[src/rtl/timestamp_defs.vh]
/*
  constants for the gps timestamp counter: field widths, bcd layout, counter limits.
  assumes a single 50 mhz system clock; the receiver clock and strobe are sampled pins.
*/
// Summary of operation
// - take 20 bcd hhmmss bits only
// - latch time word on valid strobe
// - three cascaded 8-bit stages count ticks
// - valid strobe, not utc pulse, clears fraction
// - 23-bit fraction, 200 ns per count
// - fraction msb serves as alarm flag
// - overrun sets alarm bit in outputs
// - alarm indicator held until next strobe
// - without strobe, manual clear ends alarm (here only while held; a persisting overrun sets it again on release)
// - capture on strobe before routing out
`ifndef TIMESTAMP_DEFS_VH
`define TIMESTAMP_DEFS_VH
`define TOD_WIDTH        20
`define FRAC_WIDTH       23
`define STAGE_WIDTH      8
`define STAGE_COUNT      3
`define FRAC_BUS_WIDTH   24
`define ALARM_BIT        23
`define ONE_SECOND_COUNT 24'h4c4b40
`define COUNT_PERIOD_NS  200
`define STAGE_ZERO       8'h00
`define STAGE_ONES       8'hff
`define FRAC_ZERO        24'h000000
`define TOD_ZERO         20'h00000
`endif

[src/rtl/frac_stage.v]
/*
  one 8-bit stage of the fraction counter with carry in and carry out.
  assumes the caller supplies clock enable, count enable and synchronous clear.
*/
`include "timestamp_defs.vh"
module frac_stage #(
  parameter WIDTH = `STAGE_WIDTH
) (
  input  wire             clock,
  input  wire             rst,
  input  wire             ce,
  input  wire             clear,
  input  wire             carry_in,
  output wire [WIDTH-1:0] count,
  output wire             carry_out
);
  reg  [WIDTH-1:0] count_ff;
  wire [WIDTH-1:0] nxt_count;

  assign nxt_count = count_ff + {{(WIDTH-1){1'b0}}, 1'b1};
  assign count     = count_ff;
  assign carry_out = carry_in & (&count_ff);

  always @(posedge clock) begin
    if (rst) begin
      count_ff <= {WIDTH{1'b0}};
    end else if (ce) begin
      if (clear) begin
        count_ff <= {WIDTH{1'b0}};
      end else if (carry_in) begin
        count_ff <= nxt_count;
      end
    end
  end
endmodule // frac_stage

[src/rtl/gps_timestamp_counter.v]
/*
  gps timestamp counter: latches the bcd time of day on the valid strobe and counts
  the fraction of a second from the receiver's 5 mhz clock, flagging overruns.
  assumes the receiver clock, strobe, bcd word and manual clear arrive as asynchronous
  pins, and that the 50 mhz system clock is fast enough to see every receiver edge.
*/
`include "timestamp_defs.vh"
module gps_timestamp_counter #(
  parameter TOD_WIDTH    = `TOD_WIDTH,
  parameter STAGE_WIDTH  = `STAGE_WIDTH,
  parameter STAGE_COUNT  = `STAGE_COUNT,
  parameter [`FRAC_BUS_WIDTH-1:0] ONE_SECOND = `ONE_SECOND_COUNT
) (
  input  wire                               clock,
  input  wire                               rst,
  input  wire                               ce,
  input  wire [TOD_WIDTH-1:0]               bcd_time,
  input  wire                               second_valid_strobe,
  input  wire                               ref_clock_5mhz,
  input  wire                               alarm_clear,
  output reg  [TOD_WIDTH-1:0]               tod_ff,
  output reg  [`FRAC_BUS_WIDTH-1:0]         frac_ff,
  output reg                                alarm_led_ff
);
  localparam CW = STAGE_WIDTH*STAGE_COUNT;

  // ------------------------------------------------------------------
  // input synchronisers
  // ------------------------------------------------------------------
  reg [TOD_WIDTH-1:0] bcd_s1_ff;
  reg [TOD_WIDTH-1:0] bcd_s2_ff;
  reg [2:0]           strobe_ff;
  reg [2:0]           refclk_ff;
  reg [1:0]           aclr_ff;

  always @(posedge clock) begin
    if (rst) begin
      bcd_s1_ff <= `TOD_ZERO;
      bcd_s2_ff <= `TOD_ZERO;
      strobe_ff <= 3'h0;
      refclk_ff <= 3'h0;
      aclr_ff   <= 2'h0;
    end else if (ce) begin
      bcd_s1_ff <= bcd_time;
      bcd_s2_ff <= bcd_s1_ff;
      strobe_ff <= {strobe_ff[1:0], second_valid_strobe};
      refclk_ff <= {refclk_ff[1:0], ref_clock_5mhz};
      aclr_ff   <= {aclr_ff[0], alarm_clear};
    end
  end

  wire strobe_rise = strobe_ff[1] & ~strobe_ff[2];
  wire tick        = refclk_ff[1] & ~refclk_ff[2];
  wire manual_clr  = aclr_ff[1];

  // ------------------------------------------------------------------
  // fraction counter
  // ------------------------------------------------------------------
  wire [STAGE_COUNT:0] carry;
  wire [CW-1:0]        count;
  assign carry[0] = tick;

  genvar g;
  generate
    for (g = 0; g < STAGE_COUNT; g = g + 1) begin : stage
      frac_stage #(
        .WIDTH     (STAGE_WIDTH)
      ) u_stage (
        .clock     (clock),
        .rst       (rst),
        .ce        (ce),
        .clear     (strobe_rise),
        .carry_in  (carry[g]),
        .count     (count[g*STAGE_WIDTH +: STAGE_WIDTH]),
        .carry_out (carry[g+1])
      );
    end
  endgenerate

  // ------------------------------------------------------------------
  // overrun detection and outputs
  // ------------------------------------------------------------------
  wire overrun = (count[`FRAC_BUS_WIDTH-1:0] >= ONE_SECOND);
  reg  alarm_hold_ff;
  wire nxt_alarm = strobe_rise ? 1'b0 :
                   manual_clr  ? 1'b0 :
                   (alarm_hold_ff | overrun);

  always @(posedge clock) begin
    if (rst) begin
      tod_ff        <= `TOD_ZERO;
      frac_ff       <= `FRAC_ZERO;
      alarm_hold_ff <= 1'b0;
      alarm_led_ff  <= 1'b0;
    end else if (ce) begin
      if (strobe_rise) begin
        tod_ff <= bcd_s2_ff;
      end
      alarm_hold_ff <= nxt_alarm;
      alarm_led_ff  <= nxt_alarm;
      frac_ff[`FRAC_WIDTH-1:0] <= strobe_rise ? {`FRAC_WIDTH{1'b0}}
                                  : count[`FRAC_WIDTH-1:0];
      frac_ff[`ALARM_BIT] <= nxt_alarm;
    end
  end
endmodule // gps_timestamp_counter

[config.mk]
export PLATFORM = sky130hd
export DESIGN_NAME = gps_timestamp_counter
export DESIGN_NICKNAME = d
export VERILOG_FILES = /design/src/rtl/frac_stage.v /design/src/rtl/gps_timestamp_counter.v
export VERILOG_INCLUDE_DIRS = /design/src /design/src/rtl
export SDC_FILE = /design/constraint.sdc
export NUM_CORES = 1
export LEC_CHECK = 0
export BUFFER_PORTS_ARGS = -buffer_cell sky130_fd_sc_hd__buf_4
export CORE_ASPECT_RATIO = 0.8
export CORE_MARGIN = 2
export CORE_UTILIZATION = 39
export DETAILED_ROUTE_END_ITERATION = 10
export HOLD_SLACK_MARGIN = 0.12
export SLEW_MARGIN = 0
export SYNTH_ARGS = -nofsm -noshare
export SYNTH_HDL_FRONTEND = slang
export SYNTH_HIERARCHICAL = 1
export SYNTH_SLANG_ARGS = --single-unit
[constraint.sdc]
create_clock -name clock -period 3.3 [get_ports clock]
set_input_delay 0.33 -clock clock [delete_from_list [all_inputs] [get_ports clock]]
set_output_delay 0.33 -clock clock [all_outputs]
set_load 0.05 [all_outputs]
==> run metrics, run 1 <==
Synth Warn #=6; Final Cycle Share=between 70% and 80%; worst r2r dst=stage[2].u_stage/count[7]; RePlAce Congestion=0.773; Synth-to-Final Area Change=22.2%; Worst R2R Start=refclk_ff[1]; IO Count=71; Mapped Area=roughly 4800 sq um; Ant. Diodes=0; static leakage=2.37 nW; CTS Buffer Depth=2; largest net degree at the start of global routing=81; Core Footprint=approximately 12000 sq um; Power Dens Cells=575 nW/um^2; post_cts resized=0; filler instances=between 1000 and 1500; R2R Setup Slk=0.76 ns; Clk Latency, worst-skew pair=0.41 ns; pre-CTS setup slack=0.807 ns; row count=36; CTS clk-pin slew, worst paths=0.05 ns; vias in the first global route=approximately 3500; Fin. Hold Viols=0; WL per Instance=between 10 and 15 microns; Hold Path Depth=3; H-tree Lvls=4; setup TNS=0 ns; Critical Path Sink Type=flop; vias per inst=5.03; gr usage total=15.6%; Endpoint, Worst Hold=bcd_s1_ff[15]; FF-to-FF path depth=10; DRT Pass-1 Iters=5; result of the run=finished, final reports clean; cts hold-fix bufs=0; setup bufs post-CTS=0; Tightest Hold Check Type=in2reg; Critical Path RT=3.64 ns; Mapped Nets=511; Setup Skew=0.00766 ns; Mapped Avg Cell Area=9.87 sq um; min cycle time layout=2.54 ns; fmax=0.393 GHz; total power draw=3.35 mW; initial DRC count=193; final slew viol count=0; CTS tree=done; initial antenna violation count=0; Die Width=around 130 microns; min-delay src=bcd_time[15]; first-pass GRT wire length=16.2 mm; die area=13100 sq um; Max Cap Viol=0; Initial Utilization=39.6%; final worst slack=~0.76 ns; Critical Path Start Type=flop; DP HPWL=6.14 mm; Port Buffers=70; Slew headroom=33.5%; gr ovfl total=0; unrepaired setup endpoints after global routing=false; Critical Path Fanout Max=7; # clock sinks=116; register area=between 2000 and 2500 sq um; DRC viols=0; Num CTS Buffers=17; post-synthesis cell count=482; Peak VDD IR=327 uV; root buf cell=clkbuf_16; worst-margin pin slew=0.997 ns; WS Path Type=reg2reg; commonest cells after routing, fill and taps aside=116 x dfxtp_1, 77 x buf_4, 76 x nor2_1; layout cell share with drive strength beyond 1=between 20% and 30%; DR vias=3601; # setup viols final=0; nets@finish=580; post-route ant nets=0; area taken by multi-input logic gates=between 2000 and 2500 sq um; Die Span Y=103 microns; Worst Path Arrival=2.88 ns; commonest non-fill, non-tap cell in the layout=dfxtp_1; Post-Route WL=~10 mm
[how the worst max path moves through the flow]
stage                       from                        end  slack [ns]  cells past startpoint
detailed placement  refclk_ff[1]  stage[2].u_stage/count[7]        0.81                     10
CTS                 refclk_ff[1]  stage[2].u_stage/count[7]        0.75                     10
floorplan           refclk_ff[1]  stage[2].u_stage/count[5]        0.59                      8
global route        refclk_ff[1]  stage[2].u_stage/count[5]        0.51                     10
global placement    refclk_ff[1]  stage[2].u_stage/count[5]        0.89                     10
finish              refclk_ff[1]  stage[2].u_stage/count[7]        0.76                     10
[per-layer routing]
layer	vias to the layer above	share of wire (%)	global-route usage [%]
li1	1813	-	-
met1	1702	48	19.6
met2	71	46	24.8
met3	15	4.2	4.57
met4	0	1.8	8.03
met5	-	0	0
[through the flow]
step	util (%)	hold WS, ns	area [sq um]	cells
final	48.4	0.161	5820	716
after CTS	48.4	0.147	5820	716
after global routing	48.4	0.146	5820	716
after floorplan	-	0.399	4760	482
after detailed placement	43.6	0.448	5250	684
after global placement	43.6	0.445	5250	684
[power by group]
group	switching [mW]	total [mW]	internal, mW	leakage [nW]
clock	0.649	1.75	1.10	0.263
sequential	0.0143	1.44	1.43	0.941
combinational	0.0857	0.151	0.0648	1.17
[flip-flops by register name, summed over array words and instances, names as in the netlist]
| signal | flops |
|---|---|
| tod_ff | 20 |
| aclr_ff | 2 |
| bcd_s1_ff | 20 |
| strobe_ff | 3 |
| refclk_ff | 3 |
| frac_ff | 24 |
| stage.u_stage/count | 24 |
| bcd_s2_ff | 20 |
[critical path, stage by stage, from the launching register on]
cell      delay, ns
dfxtp_1        0.34
nor2b_1        0.41
nand2_1        0.14
nor3_1         0.19
buf_4          0.17
nand2_1        0.07
nor3_1         0.17
buf_4          0.17
o211ai_2       0.14
or4_1          0.52
a21oi_1        0.15
[cell type report]
cell class	count	area share [%]
Clock buffer	18	7.38
Clock inverter	14	2.39
Inverter	6	0.387
Multi-Input combinational cell	333	36.7
Sequential cell	116	39.9
Tap cell	152	3.27
Timing Repair Buffer	77	9.94
Power figures use the tool's default switching activity.
==> run 2: changes to the inputs <==
ABC_AREA = 1   (was default)
clock period = 2.1 ns   (was 3.3 ns; I/O delays follow)
==> run 2 against run 1 <==
- flip-flop and latch count unchanged
- clock-buffer cell count up 4
- via count up 14%
- first-iteration DRC count rose by 38%
- synthesized cell count rose by 28%
- setup slack lost 0.54 ns
- routed wire length is 11% higher
- final cell count grew 22%
- worst hold slack about the same
- non-clock buffer count rose by 30
- combinational power grew to 3.8 times the previous value
- critical path type unchanged
==> run metrics, run 2 <==
result of the run=finished, final reports clean; Power Dens Cells=945 nW/um^2; row count=35; Critical Path Sink Type=flop; nets@finish=741; Initial Utilization=40.0%; Mapped Nets=644; min cycle time layout=roughly 1.9 ns; commonest non-fill, non-tap cell in the layout=nor2_1; Critical Path Fanout Max=9; Synth-to-Final Area Change=32.0%; # clock sinks=116; Mapped Area=4630 sq um; WL per Instance=between 10 and 15 microns; DRC viols=0; final slew viol count=0; WS Path Type=reg2reg; H-tree Lvls=4; Core Footprint=roughly 12000 sq um; GR peak layer=met2; # setup viols final=0; Critical Path RT=roughly 2.4 ns; Mapped Avg Cell Area=7.52 sq um; commonest cells after routing, fill and taps aside=218 x nor2_1, 115 x dfxtp_1, 83 x buf_4; Port Buffers=70; DP HPWL=6.92 mm; initial DRC count=between 200 and 300; unrepaired setup endpoints after global routing=false; largest net degree at the start of global routing=between 60 and 70; IO Count=71; total power draw=5.77 mW; Tightest Hold Check Type=in2reg; final worst slack=0.217 ns; RePlAce Congestion=0.845; CTS Buffer Depth=2; Worst Path Arrival=2.18 ns; Ant. Diodes=0; layout cell share with drive strength beyond 1=20.3%; first-pass GRT wire length=17.8 mm; fmax=between 0.5 and 0.6 GHz; DRT Pass-1 Iters=5; Fin. Hold Viols=0; Critical Path Start Type=flop; initial antenna violation count=0; vias in the first global route=~3800; gr ovfl total=0; die area=12800 sq um; Clk Latency, worst-skew pair=0.41 ns; gr usage total=17.2%; met3 global-route usage=4.38%; Die Width=roughly 130 microns; pre-CTS setup slack=0.0225 ns; met1 Use GR=22.7%; static leakage=2.77 nW; setup TNS=0 ns; Layout Cells excl Fill=around 870; Synth Warn #=6; Final Cycle Share=approximately 90%; DR vias=4114; placed insts=815; Setup Skew=0.0108 ns; Slew headroom=between 60 and 70%; root buf cell=clkbuf_16; Num CTS Buffers=17; worst-margin pin slew=0.537 ns; CTS clk-pin slew, worst paths=roughly 0.050 ns; met2 Track Usage GR=27.5%; Peak VDD IR=652 uV; CTS tree=done; Max Cap Viol=0; Die Span Y=101 microns; post-synthesis cell count=615; vias per inst=roughly 4.7; Post-Route WL=10.9 mm; post-route ant nets=0
==> run 2: cell types whose count changed in the layout (fill, tap and decap cells not counted), moves of 11 or more <==
cell,delta
o21ai_0,+49
mux2i_1,-71
inv_1,+22
nand3_1,+11
nor2_1,+142
a21oi_2,-17
o21ai_1,+11
dlygate4sd3_1,+24
==> run 2: path summary, 6_finish.rpt <==
path / startpoint / to / slack [ns] / cells after the start
setup / recovery: stage[0].u_stage/count[0] / stage[2].u_stage/count[4] / 0.22 / 12
hold / removal: ce / frac_ff[23] / 0.16 / 3
setup reg to reg: stage[0].u_stage/count[0] / stage[2].u_stage/count[4] / 0.22 / 12
hold reg to reg: aclr_ff[1] / aclr_ff[1] / 0.46 / 2
==> run 2: routing by layer <==
layer,up-vias,wire (microns)
li1,2162,-
met1,1883,5420
met2,63,5020
met3,6,374
met4,0,63
met5,-,0
==> run 2: worst max-delay path, cell delays in order, from the launching register on <==
cell and delay [ns]:
dfxtp_1 0.36, ha_1 0.22, nand2_1 0.11, nor4_2 0.17, buf_4 0.16, nand2_1 0.06, nor4_2 0.16, nand2_2 0.11
nand2_4 0.14, buf_4 0.12, nand3_1 0.07, nand2_1 0.07, nor2_1 0.04
==> run 2: repair_timing <==
action | CTS | global route
pin swaps | 0 | 2
hold buffers | 24 | 0
resized for setup | 1 | 2
setup endpoints to repair | 1 | 7
hold endpoints to repair | 24 | 0
setup buffers | 0 | 2
cloned | 0 | 0
==> run 2: metrics by stage <==
step	cell area, sq um	util, %	hold WS [ns]
6_report	6110	52.8	0.161
4_1_cts	6090	52.6	0.156
3_5_place_dp	5250	45.4	0.443
5_1_grt	6110	52.8	0.185
2_1_floorplan	4630	-	0.279
3_3_place_gp	5250	45.4	0.432
==> run 2: power breakdown <==
group          switching, mW  internal, mW  leakage (nW)
Sequential            0.0566          2.31         0.952
Combinational          0.373         0.201          1.53
Clock                  0.973          1.85         0.284
==> run 2: cell type report <==
cell class / count / area [sq um]
fillers: 1121 / 5450
flip-flops and latches: 116 / 2320
multi-input cells: 436 / 2020
repair buffers: 107 / 863
clock buffers: 22 / 484
well taps: 148 / 185
inverters: 34 / 128
clock inverters: 9 / 103
